===== config.mk =====
export PLATFORM = sky130hd
export DESIGN_NAME = codec_frame_serial_slave
export DESIGN_NICKNAME = d
export VERILOG_FILES = /design/src/common/cfs_pkg.sv /design/src/rtl/cfs_link_sync.sv /design/src/rtl/cfs_vref_ctrl.sv /design/src/rtl/codec_frame_serial_slave.sv
export VERILOG_INCLUDE_DIRS = /design/src /design/src/common
export SDC_FILE = /design/constraint.sdc
export NUM_CORES = 1
export LEC_CHECK = 0
export ABC_AREA = 1
export BUFFER_PORTS_ARGS = -buffer_cell sky130_fd_sc_hd__buf_2
export CAP_MARGIN = 20
export CELL_PAD_IN_SITES_DETAIL_PLACEMENT = 2
export CELL_PAD_IN_SITES_GLOBAL_PLACEMENT = 2
export CORE_MARGIN = 2
export CORE_UTILIZATION = 30
export DETAILED_ROUTE_END_ITERATION = 8
export PLACE_DENSITY = 0.79
export RECOVER_POWER = 50
export SETUP_SLACK_MARGIN = 0.5
export SYNTH_ARGS = -nofsm -noshare
export SYNTH_HDL_FRONTEND = slang
export SYNTH_HIERARCHICAL = 1
export SYNTH_SLANG_ARGS = --single-unit

===== constraint.sdc =====
create_clock -name clk -period 3.7 [get_ports clk]
set_input_delay 0.37 -clock clk [delete_from_list [all_inputs] [get_ports clk]]
set_output_delay 0.37 -clock clk [all_outputs]
set_load 0.02 [all_outputs]

===== src/common/cfs_cfg.svh =====
// Purpose: constants of the codec frame serial slave
// Assumes: included by bare name from common/
// Notes: offsets and field positions are defined here; assertions and bench also use literals
//
// Behaviour
// - frames last at least 64 bit clocks
// - only frame bits 0 to 63 used
// - data out released from bit 64 on
// - tail-zero bit drives tail low instead
// - capture data in on falling bit clock
// - change data out on rising bit clock
// - bit clock is the only link clock
// - interrupt path works without bit clock
// - bypass bit closes reference bypass switch only while internal reference on
// - external select disables internal reference
// - internal reference on only with analog use
// - external reference disconnected when analog idle
// - reference valid after 50 bit clocks
// - bit 21 write flag, bits 17-20 address
// - echo address, reserved output bits zero
// - bits 48-63 carry control data MSB first
// - valid flags in output bits 30, 31
`ifndef CFS_CFG_SVH
`define CFS_CFG_SVH
`define CFS_OWN_BITS      7'h40
`define CFS_LAST_BIT      7'h3f
`define CFS_ADDR_LSB      17
`define CFS_WRITE_BIT     21
`define CFS_AVALID_BIT    30
`define CFS_TVALID_BIT    31
`define CFS_TEL_LSB       32
`define CFS_DATA_LSB      48
`define CFS_DATA_BIT      7'h30
`define CFS_AUDIO_KEEP    12
`define CFS_TEL_KEEP      14
`define CFS_REG_TAIL      4'h1
`define CFS_TAIL_BIT      0
`define CFS_REG_IRQ_MASK  4'h2
`define CFS_REG_REF       4'ha
`define CFS_REF_BYP_BIT   14
`define CFS_REF_EXT_BIT   13
`define CFS_REG_RESET     16'h0000
`define CFS_REF_START_BITS 50
`endif


===== src/common/cfs_pkg.sv =====
// Purpose: shared types of the codec frame serial slave
// Assumes: nothing
// Notes: constants live in cfs_cfg.svh
package cfs_pkg;
  // Frame tracking state
  typedef enum logic {
    LS_IDLE  = 1'b0,
    LS_FRAME = 1'b1
  } link_state_e;
  // One control word
  typedef logic [15:0] word_t;
endpackage


===== src/rtl/cfs_link_sync.sv =====
// Purpose: two-stage synchroniser for link pins
// Assumes: inputs asynchronous to clk
// Notes: first stage is read by the second only
`timescale 1ns/1ps
`default_nettype none
module cfs_link_sync #(
  parameter int unsigned W = 3
) (
  // System
  input  wire logic         clk,
  input  wire logic         rst_b,
  // Pins and synchronised copies
  input  wire logic [W-1:0] d,
  output logic      [W-1:0] q
);
  logic [W-1:0] meta_q; // First stage
  logic [W-1:0] q_q;    // Second stage

  // Per-bit double flop
  genvar i;
  for (i = 0; i < W; i++) begin : g_bit
    always_ff @(posedge clk or negedge rst_b) begin
      if (!rst_b) begin
        meta_q[i] <= 1'b0;
        q_q[i]    <= 1'b0;
      end else begin
        meta_q[i] <= d[i];
        q_q[i]    <= meta_q[i];
      end
    end
  end
  assign q = q_q;
endmodule
`default_nettype wire


===== src/rtl/cfs_vref_ctrl.sv =====
// Purpose: reference source selection and start-up timing
// Assumes: bit_tick is one pulse per bit clock period
// Notes: start-up is counted in bit clocks, not clk
`timescale 1ns/1ps
`default_nettype none
`include "cfs_cfg.svh"
module cfs_vref_ctrl #(
  parameter int unsigned START_BITS = `CFS_REF_START_BITS
) (
  // System
  input  wire logic clk,
  input  wire logic rst_b,
  // Controls
  input  wire logic bit_tick,
  input  wire logic analog_en,
  input  wire logic ext_sel,
  input  wire logic byp_con,
  // Analog switches and status
  output logic      int_on,
  output logic      ext_conn,
  output logic      byp_sw,
  output logic      valid
);
  logic [7:0] cnt_q, cnt_d; // Bit clocks since enable

  // Source selection follows enables directly
  assign int_on   = analog_en & ~ext_sel;
  assign ext_conn = analog_en & ext_sel;
  assign byp_sw   = byp_con & int_on;

  // Start-up counter; restarts whenever analog goes idle
  always_comb begin
    cnt_d = cnt_q;
    if (!analog_en) begin
      cnt_d = 8'h00;
    end else if (bit_tick && cnt_q < 8'(START_BITS)) begin
      cnt_d = cnt_q + 8'h01;
    end
  end
  always_ff @(posedge clk or negedge rst_b) begin
    if (!rst_b) begin
      cnt_q <= 8'h00;
    end else begin
      cnt_q <= cnt_d;
    end
  end
  assign valid = (cnt_q == 8'(START_BITS));

  chk_ref_select: assert property (@(posedge clk) disable iff (!rst_b)
    int_on == (analog_en && !ext_sel))
    else $error("internal reference state wrong");
  chk_ref_wait: assert property (@(posedge clk) disable iff (!rst_b)
    $rose(valid) |-> $past(bit_tick) && analog_en)
    else $error("reference valid without full start-up");
endmodule
`default_nettype wire


===== src/rtl/codec_frame_serial_slave.sv =====
// Purpose: device end of the four-wire frame serial link
// Assumes: link pins asynchronous, sampled by clk
// Notes: bit clock is oversampled, at least 6 clk per bit
//
// Chosen here: the address-and-strobe port and the address map.
`timescale 1ns/1ps
`default_nettype none
`include "cfs_cfg.svh"
module codec_frame_serial_slave
  import cfs_pkg::*;
#(
  parameter int unsigned IRQ_W      = 4,
  parameter int unsigned REF_START  = `CFS_REF_START_BITS
) (
  // System
  input  wire logic             clk,
  input  wire logic             rst_b,
  // Link pins
  input  wire logic             bit_clk,
  input  wire logic             frame_sync,
  input  wire logic             ser_din,
  output logic                  ser_dout,
  output logic                  ser_dout_oe_b,
  // Codec samples to send
  input  wire logic [15:0]      audio_tx,
  input  wire logic [15:0]      telecom_tx,
  input  wire logic             audio_tx_valid,
  input  wire logic             telecom_tx_valid,
  // Codec samples received
  output logic      [15:0]      audio_rx,
  output logic      [15:0]      telecom_rx,
  output logic                  audio_rx_valid,
  output logic                  telecom_rx_valid,
  output logic                  frame_done,
  // Local register port
  input  wire logic [3:0]       reg_addr,
  input  wire logic [15:0]      reg_wdata,
  input  wire logic             reg_wr,
  input  wire logic             reg_rd,
  output logic      [15:0]      reg_rdata,
  // Reference control
  input  wire logic             analog_en,
  output logic                  ref_int_on,
  output logic                  ref_ext_conn,
  output logic                  ref_byp_sw,
  output logic                  ref_valid,
  // Clockless interrupt path
  input  wire logic [IRQ_W-1:0] irq_src,
  output logic                  irq_out
);
  // Synchronised pins
  logic        bclk_s;
  logic        sync_s;
  logic        din_s;
  logic        bclk_prev_q;  // Previous synced bit clock
  logic        rise;         // Bit clock rising edge seen
  logic        fall;         // Bit clock falling edge seen

  // Frame tracking
  link_state_e state_q, state_d;
  logic [6:0]  idx_q, idx_d;   // Current frame bit, 64 = tail
  logic        pend_q, pend_d; // Sync seen, frame starts next
  logic [63:0] rx_q, rx_d;     // Captured input bits
  logic [63:0] tx_q, tx_d;     // Output bits of this frame
  logic        done_q, done_d; // Bit 63 captured
  logic        dout_q, dout_d;
  logic        oe_b_q, oe_b_d;

  // Received fields and stream outputs
  word_t       arx_q, arx_d;
  word_t       trx_q, trx_d;
  logic        arv_q, arv_d;
  logic        trv_q, trv_d;
  logic [3:0]  rx_addr;
  word_t       rx_data;
  logic        rx_wr;

  // Control registers
  word_t       regs_q [16];
  word_t       regs_d [16];
  word_t       rdat_q, rdat_d;
  logic        tail_zero;

  // Pins pass two flops before use
  cfs_link_sync #(
    .W (3)
  ) u_sync (
    .clk   (clk),
    .rst_b (rst_b),
    .d     ({bit_clk, frame_sync, ser_din}),
    .q     ({bclk_s, sync_s, din_s})
  );

  // Edge detect on the oversampled bit clock
  always_ff @(posedge clk or negedge rst_b) begin
    if (!rst_b) begin
      bclk_prev_q <= 1'b0;
    end else begin
      bclk_prev_q <= bclk_s;
    end
  end
  assign rise = bclk_s & ~bclk_prev_q;
  assign fall = ~bclk_s & bclk_prev_q;

  // Field extraction, frame bit 0 of a field is its MSB
  always_comb begin
    rx_addr = 4'h0;
    rx_data = 16'h0000;
    for (int j = 0; j < 4; j++) begin
      rx_addr[3-j] = rx_q[`CFS_ADDR_LSB+j];
    end
    for (int j = 0; j < 16; j++) begin
      rx_data[15-j] = rx_q[`CFS_DATA_LSB+j];
    end
    rx_wr = rx_q[`CFS_WRITE_BIT];
  end
  assign tail_zero = regs_q[`CFS_REG_TAIL][`CFS_TAIL_BIT];

  // Frame sequencing, capture and drive
  always_comb begin
    state_d = state_q;
    idx_d   = idx_q;
    pend_d  = pend_q;
    rx_d    = rx_q;
    tx_d    = tx_q;
    done_d  = 1'b0;
    dout_d  = dout_q;
    oe_b_d  = oe_b_q;
    if (fall) begin
      if (sync_s) begin
        pend_d = 1'b1;
      end
      if (state_q == LS_FRAME && idx_q < `CFS_OWN_BITS) begin
        rx_d[idx_q[5:0]] = din_s;
        done_d = (idx_q == `CFS_LAST_BIT);
      end
    end
    if (rise) begin
      if (pend_q) begin
        // New frame: counter restarts at bit 0
        state_d = LS_FRAME;
        idx_d   = 7'h00;
        pend_d  = 1'b0;
        tx_d    = 64'h0;
        for (int j = 0; j < 16; j++) begin
          if (j < `CFS_AUDIO_KEEP) begin
            tx_d[j] = audio_tx[15-j];
          end
          if (j < `CFS_TEL_KEEP) begin
            tx_d[`CFS_TEL_LSB+j] = telecom_tx[15-j];
          end
        end
        tx_d[`CFS_AVALID_BIT] = audio_tx_valid;
        tx_d[`CFS_TVALID_BIT] = telecom_tx_valid;
      end else if (state_q == LS_FRAME && idx_q < `CFS_OWN_BITS) begin
        idx_d = idx_q + 7'h01;
      end
      // Read data loads once the address is complete
      if (idx_d == `CFS_DATA_BIT) begin
        for (int j = 0; j < 16; j++) begin
          tx_d[`CFS_DATA_LSB+j] = regs_q[rx_addr][15-j];
        end
      end
      if (state_d == LS_FRAME && idx_d < `CFS_OWN_BITS) begin
        oe_b_d = 1'b0;
        if (idx_d >= 7'(`CFS_ADDR_LSB) && idx_d < 7'(`CFS_WRITE_BIT)) begin
          // Echo follows the address bit now on the input
          dout_d = din_s;
        end else begin
          dout_d = tx_d[idx_d[5:0]];
        end
      end else begin
        dout_d = 1'b0;
        oe_b_d = ~tail_zero;
      end
    end
  end

  always_ff @(posedge clk or negedge rst_b) begin
    if (!rst_b) begin
      state_q <= LS_IDLE;
      idx_q   <= `CFS_OWN_BITS;
      pend_q  <= 1'b0;
      rx_q    <= 64'h0;
      tx_q    <= 64'h0;
      done_q  <= 1'b0;
      dout_q  <= 1'b0;
      oe_b_q  <= 1'b1;
    end else begin
      state_q <= state_d;
      idx_q   <= idx_d;
      pend_q  <= pend_d;
      rx_q    <= rx_d;
      tx_q    <= tx_d;
      done_q  <= done_d;
      dout_q  <= dout_d;
      oe_b_q  <= oe_b_d;
    end
  end
  assign ser_dout      = dout_q;
  assign ser_dout_oe_b = oe_b_q;
  assign frame_done    = done_q;

  // Stream outputs refresh only on a set valid flag
  always_comb begin
    arx_d = arx_q;
    trx_d = trx_q;
    arv_d = 1'b0;
    trv_d = 1'b0;
    if (done_q) begin
      arv_d = rx_q[`CFS_AVALID_BIT];
      trv_d = rx_q[`CFS_TVALID_BIT];
      for (int j = 0; j < 16; j++) begin
        if (arv_d) begin
          arx_d[15-j] = (j < `CFS_AUDIO_KEEP) ? rx_q[j] : 1'b0;
        end
        if (trv_d) begin
          trx_d[15-j] = (j < `CFS_TEL_KEEP) ?
                        rx_q[`CFS_TEL_LSB+j] : 1'b0;
        end
      end
    end
  end
  always_ff @(posedge clk or negedge rst_b) begin
    if (!rst_b) begin
      arx_q <= 16'h0000;
      trx_q <= 16'h0000;
      arv_q <= 1'b0;
      trv_q <= 1'b0;
    end else begin
      arx_q <= arx_d;
      trx_q <= trx_d;
      arv_q <= arv_d;
      trv_q <= trv_d;
    end
  end
  assign audio_rx         = arx_q;
  assign telecom_rx       = trx_q;
  assign audio_rx_valid   = arv_q;
  assign telecom_rx_valid = trv_q;

  // Register file; a frame write wins over a local one
  always_comb begin
    regs_d = regs_q;
    rdat_d = rdat_q;
    if (reg_wr) begin
      regs_d[reg_addr] = reg_wdata;
    end
    if (done_q && rx_wr) begin
      regs_d[rx_addr] = rx_data;
    end
    if (reg_rd) begin
      rdat_d = regs_q[reg_addr];
    end
  end
  always_ff @(posedge clk or negedge rst_b) begin
    if (!rst_b) begin
      for (int k = 0; k < 16; k++) begin
        regs_q[k] <= `CFS_REG_RESET;
      end
      rdat_q <= 16'h0000;
    end else begin
      regs_q <= regs_d;
      rdat_q <= rdat_d;
    end
  end
  assign reg_rdata = rdat_q;

  // Reference control, timed in bit clocks
  cfs_vref_ctrl #(
    .START_BITS (REF_START)
  ) u_vref (
    .clk       (clk),
    .rst_b     (rst_b),
    .bit_tick  (rise),
    .analog_en (analog_en),
    .ext_sel   (regs_q[`CFS_REG_REF][`CFS_REF_EXT_BIT]),
    .byp_con   (regs_q[`CFS_REG_REF][`CFS_REF_BYP_BIT]),
    .int_on    (ref_int_on),
    .ext_conn  (ref_ext_conn),
    .byp_sw    (ref_byp_sw),
    .valid     (ref_valid)
  );

  // Gates only: keeps working with the bit clock stopped
  assign irq_out = |(irq_src & regs_q[`CFS_REG_IRQ_MASK][IRQ_W-1:0]);

  chk_tail_release: assert property (@(posedge clk) disable iff (!rst_b)
    rise && !pend_q && idx_q >= 7'h3f && !tail_zero |=> ser_dout_oe_b)
    else $error("tail not released");
  chk_tail_zero: assert property (@(posedge clk) disable iff (!rst_b)
    rise && !pend_q && idx_q >= 7'h3f && tail_zero
    |=> !ser_dout_oe_b && !ser_dout)
    else $error("tail not driven low");
  chk_head_drive: assert property (@(posedge clk) disable iff (!rst_b)
    rise && pend_q |=> idx_q == 7'h00 && !ser_dout_oe_b)
    else $error("frame head not driven");
  chk_dout_edge: assert property (@(posedge clk) disable iff (!rst_b)
    $changed(ser_dout) || $changed(ser_dout_oe_b) |-> $past(rise))
    else $error("data out changed off rising edge");
  chk_din_edge: assert property (@(posedge clk) disable iff (!rst_b)
    $changed(rx_q) |-> $past(fall))
    else $error("data in captured off falling edge");
  chk_sync_arm: assert property (@(posedge clk) disable iff (!rst_b)
    fall && sync_s |=> pend_q)
    else $error("sync pulse missed");
  chk_done_last: assert property (@(posedge clk) disable iff (!rst_b)
    frame_done |-> idx_q == 7'h3f && $past(fall))
    else $error("frame done not after bit 63");
  chk_write_commit: assert property (@(posedge clk) disable iff (!rst_b)
    done_q && rx_wr |=> regs_q[$past(rx_addr)] == $past(rx_data))
    else $error("control write lost");
  chk_valid_flag: assert property (@(posedge clk) disable iff (!rst_b)
    rise && pend_q |=> tx_q[30] == $past(audio_tx_valid)
                       && tx_q[31] == $past(telecom_tx_valid))
    else $error("valid flags not placed");
  cov_frame: cover property (@(posedge clk) disable iff (!rst_b)
    frame_done);
  cov_write: cover property (@(posedge clk) disable iff (!rst_b)
    done_q && rx_wr);
  cov_tail: cover property (@(posedge clk) disable iff (!rst_b)
    state_q == LS_FRAME && idx_q == 7'h40 && !ser_dout_oe_b);
endmodule
`default_nettype wire


==> impl_metrics.yaml, run 1 <==
sta:
  hold_violations: 0
  min_period_ns: 3.23
  holdWs_ns: 0.0797
  rsz0062_at_grt: "no"
  max-slew-margin-rel: -0.566
  finalSetupViolations: 0
  skew_ns: 0.0309
  tightest_slew_ns: 2.35
  final-max-slew-violation-count: 109
  post-route-period-util: 0.874
  fmax_mhz: 309
  tns_ns: 0
logic_synthesis:
  synthDistinctLibCells: 41
  seq_area_frac_synth: 0.449
  ys.flop_type: "dfrtp_1"
  synth_area_sq_mm: 0.0245
  synth_edf_count: 0
  async_reset_ff_frac: 1.00
  syn_inst: 3386
  syn_area_per_cell_sq_um: 7.24
  ys_warn_count: 6
  synth-seq-cells: 440
critical_path:
  critical_path_required_ns: 4.21
  critical_path_class: "flip-flop to flip-flop"
  r2r.worst_path.cells: 7
  cp_max_fo: 17
  r2r-end: "regs_q[93]"
  worst-path-buf-inv: 3
  r2r_slack_ns: 0.47
  cpPeakStageDelay_ns: 0.65
  reg2reg_from: "rx_q[20]"
  critPathArrivalTime_ns: 3.75
  crit_path_frequent_cell: "inv_1"
  startpoint_type: "flip-flop"
  critPathTopFamily: "simple AND/OR/NAND/NOR gates"
  endpoint_kind: "flip-flop"
  cp_cell_sequence: "nor2_4 -> buf_4 -> nand2_1 -> nor2_1 -> inv_1 -> o21ai_0 -> inv_1"
  slowest_stage: "nor2_1"
global_route:
  grt_pass1_wl_mm: 189
  grt_usage: 0.298
  grt_max_degree: 72
  antenna_found_initial: 10
  overflow: 0
  grt_pass1_vias: 28398
route:
  final_antenna_net_count: 0
  detail_route.wl_per_cell_um: 27.8
  dr.pass1.iters: 5
  drtIter0Drc: 2213
  finalWirelength_mm: 127
  via_count: 26647
  drc: 0
  vias_per_cell: 5.82
clock_network:
  cts_buffers: 56
  path_clk_slew_ns: 0.06
  h-tree-depth: 2
  cts_root_buffer: "clkbuf_16"
  clkLatencyLatePin_ns: 0.66
  clock-sinks: 440
  cts_tree: "done"
  clk_path_buf_depth: 3
placed_design:
  place.detailed.hpwl_mm: 81.2
  gp_congestion: 0.883
  port_buffers: 111
pwr:
  ir_drop_mv: 0.412
  pwr_density_cell_mw_per_mm2: 542
  p_leak_nw: 13.9
  fin_total_pwr_mw: 15.6
worst_hold_path:
  holdCritStartpoint: "telecom_tx[5]"
  hold_depth: 3
  min_path_type: "primary input to flip-flop"
  holdPathEnd: "tx_q[42]"
floorplan:
  rows: 104
  start_util: 0.304
  dieArea_sq_mm: 0.0840
  fp.dieH_um: 290
  fp.coreArea_sq_mm: 0.0807
  die_w_um: 290
  io_pins: 124
final_layout:
  area_growth_pct: 17.4
  layout-drive-gt1-share: 0.104
  final_util: 0.357
  final_common_cell: "nand2_1"
  num-nets-final: 3541
  mostFrequentLayoutCells: "nand2_1 (898), o21ai_0 (495), dfrtp_1 (435)"
outcome:
  violations: "capacitance limit, slew limit"
  status: "finished, violations left"
run:
  cap_viol_max_count: 2
[Yosys cell counts, types with 14 or more instances]
cell	number	area, sq um
o22ai_1	43	269
clkbuf_1	185	694
a41oi_1	16	140
o221ai_1	31	272
nand3_1	172	861
buf_2	20	100
o211ai_1	70	526
a31oi_1	16	100
buf_1	17	63.8
dfrtp_1	438	11000
nor3_1	20	100
nor2_1	184	691
inv_1	371	1390
o21ai_0	497	2490
a21oi_1	216	1080
nand4_1	14	87.6
a22oi_1	92	691
nand2_1	902	3390
[stage by stage]
stage / area [sq um] / setup WS [ns] / instances
after floorplan: 24500 / 1.45 / 3391
after global placement: 26500 / 0.601 / 4440
after detailed placement: 26600 / 0.479 / 4442
after CTS: 28800 / 0.611 / 4572
after global routing: 28800 / 0.265 / 4576
final: 28800 / 0.467 / 4578
[layer usage]
metal / track usage / wire (um) / vias to the layer above / share of wire
met4: 0.148 / 7110 / 8 / 0.056
li1: - / - / 11394 / -
met3: 0.0542 / 9350 / 361 / 0.073
met2: 0.481 / 58000 / 1195 / 0.45
met5: 0 / 50 / - / 0.00039
met1: 0.384 / 52900 / 13689 / 0.42
[registers in the layout, indices dropped and copies added, names as in the netlist, 3 cells and up]
name / flops
telecom_rx: 14
idx_q: 7
regs_q: 256
tx_q: 64
audio_rx: 12
reg_rdata: 16
u_vref/cnt_q: 8
rx_q: 49
u_sync/meta_q: 3
u_sync/q: 3
[logic make-up after synthesis]
family                     Yosys count  share of synthesized area
buffers and inverters              627                     0.0995
other                                1                   0.000153
AOI/OAI and AO/OA                 1001                      0.233
and+or+nand+nor                   1311                      0.216
DFF                                440                      0.449
adders and majority gates            3                    0.00153
muxes                                2                   0.000817
xor gates and xnor gates             1                   0.000357
[where the power goes]
part	leakage [nW]	total [mW]	internal, mW	switching (mW)
Sequential	5.45	6.27	5.60	0.670
Combinational	7.48	3.55	1.17	2.38
Clock	0.941	5.78	3.38	2.39
[worst register-to-register path: cells and delay by family, from the launching register on]
| family | cells | cell delay (ns) |
|---|---|---|
| simple gates | 3 | 1.17 |
| buf+inv | 3 | 0.99 |
| flops | 1 | 0.61 |
| compound gates | 1 | 0.35 |
[worst max-delay path by stage]
stage                     depth (start not counted)     start  slack (ns)     endpoint
after global placement                           20  idx_q[0]        0.60     ser_dout
final                                             7  rx_q[20]        0.47   regs_q[93]
after floorplan                                  20  idx_q[1]        1.45     ser_dout
after CTS                                         7  rx_q[20]        0.61   regs_q[93]
after detailed placement                         20  idx_q[0]        0.48     ser_dout
after global routing                              3     rst_b        0.27  regs_q[200]
[cell type report]
| class | count | area, sq um |
|---|---|---|
| tap | 1060 | 1330 |
| clock buffer | 84 | 1670 |
| timing repair buffer | 259 | 1890 |
| fill | 9400 | 51900 |
| clock inverter | 16 | 241 |
| multi-input combinational | 2324 | 11200 |
| sequential | 440 | 11000 |
| inverter | 391 | 1470 |
| antenna | 4 | 10.0 |
[what timing repair did]
action,CTS,global route
hold endpoints to repair,91,0
resized for setup,1,11
setup endpoints to repair,1,1
setup buffers,0,2
pin swaps,0,1
hold buffers,30,0
cloned,0,0
No activity file was read; power rests on OpenSTA's default activity.
==> inputs of run 2 (changes only) <==
--- a/config.mk
+++ b/config.mk
@@ -14,7 +14,7 @@
 export CORE_MARGIN = 2
 export CORE_UTILIZATION = 30
 export DETAILED_ROUTE_END_ITERATION = 8
-export PLACE_DENSITY = 0.79
+export PLACE_DENSITY_LB_ADDON = 0.1
 export RECOVER_POWER = 50
 export SETUP_SLACK_MARGIN = 0.5
 export SYNTH_ARGS = -nofsm -noshare
==> run 2 against run 1 <==
Net effect:
- the run still ends with capacitance limit, slew limit left
- via count down 0.30%
- largest cell class unchanged
- sequential power about the same
- register-to-register slack better by 0.17 ns
- core utilization down 0.088 points
- die area unchanged
==> impl_metrics.yaml, run 2 (synthesis gave the netlist of run 1 again) <==
route:
  drtIter0Drc: 2132
  detail_route.wl_per_cell_um: 29.5
  wirelength_met1_mm: 56.1
  dr.pass1.iters: 5
  dr.max_layer_used: "met5"
  finalWirelength_mm: 135
  final_antenna_net_count: 0
  wl_met3_mm: 8.00
  via_count: 26568
  drc: 0
  vias_per_cell: 5.81
  wl_met2_mm: 63.5
sta:
  tns_ns: 0
  skew_ns: 0.0188
  min_period_ns: 3.07
  rsz0062_at_grt: "no"
  fmax_mhz: 326
  final-max-slew-violation-count: 57
  post-route-period-util: 0.829
  tightest_slew_ns: 2.02
  finalSetupViolations: 0
  max-slew-margin-rel: -0.348
  hold_violations: 0
  holdWs_ns: 0.0321
global_route:
  grt_pass1_vias: 28763
  grt_pass1_wl_mm: 198
  overflow: 0
  grt_max_degree: 94
  antenna_found_initial: 10
  grt_usage: 0.317
floorplan:
  fp.dieH_um: 290
  die_w_um: 290
  start_util: 0.304
  fp.coreArea_sq_mm: 0.0807
  dieArea_sq_mm: 0.0840
  rows: 104
  io_pins: 124
clock_network:
  path_clk_slew_ns: 0.06
  clk_path_buf_depth: 3
  h-tree-depth: 2
  clock-sinks: 440
  cts_buffers: 56
  clkLatencyLatePin_ns: 0.64
  cts_root_buffer: "clkbuf_16"
  cts_tree: "done"
pwr:
  pwr_density_cell_mw_per_mm2: 535
  fin_total_pwr_mw: 15.4
  ir_drop_mv: 0.385
  p_leak_nw: 13.9
critical_path:
  r2r.worst_path.cells: 6
  critPathTopFamily: "simple AND/OR/NAND/NOR gates"
  critPathLaunch: "rx_q[20]"
  endpoint_kind: "flip-flop"
  endpoint: "regs_q[23]"
  worst-path-buf-inv: 2
  reg2reg_from: "rx_q[20]"
  cp_cell_sequence: "nor2_4 -> buf_12 -> nand2_1 -> nor2_2 -> inv_1 -> o21ai_0"
  critical_path_required_ns: 4.21
  cp_max_fo: 28
  critPathArrivalTime_ns: 3.58
  startpoint_type: "flip-flop"
  r2r-end: "regs_q[23]"
  r2r_slack_ns: 0.63
  critical_path_class: "flip-flop to flip-flop"
  cpPeakStageDelay_ns: 0.64
  slowest_stage: "inv_1"
  cp.depth: 6
final_layout:
  stdcell_area_sq_mm: 0.0287
  layout-drive-gt1-share: 0.103
  reg_top3: "regs_q (256), tx_q (64), rx_q (49)"
  num-fill-cells: 9467
  largest_reg_flops: 256
  num-nets-final: 3537
  top_register: "regs_q"
  final_common_cell: "nand2_1"
  mostFrequentLayoutCells: "nand2_1 (899), o21ai_0 (495), dfrtp_1 (435)"
  area_growth_pct: 17.1
  final_util: 0.356
placed_design:
  place.detailed.hpwl_mm: 87.4
  port_buffers: 111
  gp_congestion: 0.898
  placed_cell_area_sq_mm: 0.0266
outcome:
  status: "finished, violations left"
  violations: "capacitance limit, slew limit"
run:
  cap_viol_max_count: 1
worst_hold_path:
  min_path_type: "primary input to flip-flop"
run 2: cell count changes in the layout (fill, tap and decap cells not counted), moves of 3 or more:
| cell | change |
|---|---|
| dlygate4sd3_1 | -6 |
| buf_12 | +6 |
| buf_2 | +7 |
| diode_2 | -3 |
| clkbuf_2 | -3 |
| nor2_1 | +3 |
| clkbuf_8 | -3 |
run 2: worst min path at each step:
stage                                start      endpoint  cells past startpoint
after floorplan                      rst_b  audio_rx[10]                      0
after global placement    u_sync/meta_q[0]   u_sync/q[0]                      0
after detailed placement  u_sync/meta_q[0]   u_sync/q[0]                      0
after CTS                      audio_tx[7]       tx_q[8]                      3
after global routing           audio_tx[9]       tx_q[6]                      3
final                          audio_tx[7]       tx_q[8]                      3
run 2: area by class of cell:
type | count | area [sq um] | area share
Tap cell | 1060 | 1330 | 0.0462
Multi-Input combinational cell | 2324 | 11100 | 0.388
Clock inverter | 15 | 158 | 0.00549
Antenna cell | 1 | 2.50 | 0.0000872
Clock buffer | 87 | 1670 | 0.0581
Inverter | 391 | 1470 | 0.0511
Timing Repair Buffer | 255 | 1930 | 0.0672
Sequential cell | 440 | 11000 | 0.384
run 2: metrics by stage:
| stage | worst slack, ns | std cells |
|---|---|---|
| CTS | 0.637 | 4570 |
| finish | 0.633 | 4573 |
| global route | 0.535 | 4573 |
| global placement | 0.707 | 4443 |
| floorplan | 1.45 | 3391 |
| detailed placement | 0.675 | 4444 |
run 2: repair_timing:
item | in CTS | in global routing
setup buffers | 0 | 0
resized for setup | 0 | 5
endpoints found under the hold margin | 79 | 0
hold buffers | 24 | 0
endpoints found under the setup margin | 0 | 1
run 2: where the power goes:
| part | switching [mW] | internal, mW | leakage [nW] | total, mW |
|---|---|---|---|---|
| sequential | 0.645 | 5.60 | 5.45 | 6.24 |
| clock | 2.35 | 3.28 | 0.907 | 5.64 |
| combinational | 2.31 | 1.17 | 7.51 | 3.48 |
| total | 5.31 | 10.0 | 13.9 | 15.4 |
run 2: routing by layer:
| layer | vias to the layer above | track usage |
|---|---|---|
| met5 | - | 0 |
| met4 | 12 | 0.142 |
| met3 | 401 | 0.0439 |
| met2 | 980 | 0.533 |
| met1 | 13804 | 0.405 |
| li1 | 11371 | - |
run 2: worst reg2reg max path: stages (launching register included):
cell,delay (ns)
dfrtp_4,0.62
nor2_4,0.20
buf_12,0.25
nand2_1,0.24
nor2_2,0.60
inv_1,0.64
o21ai_0,0.40
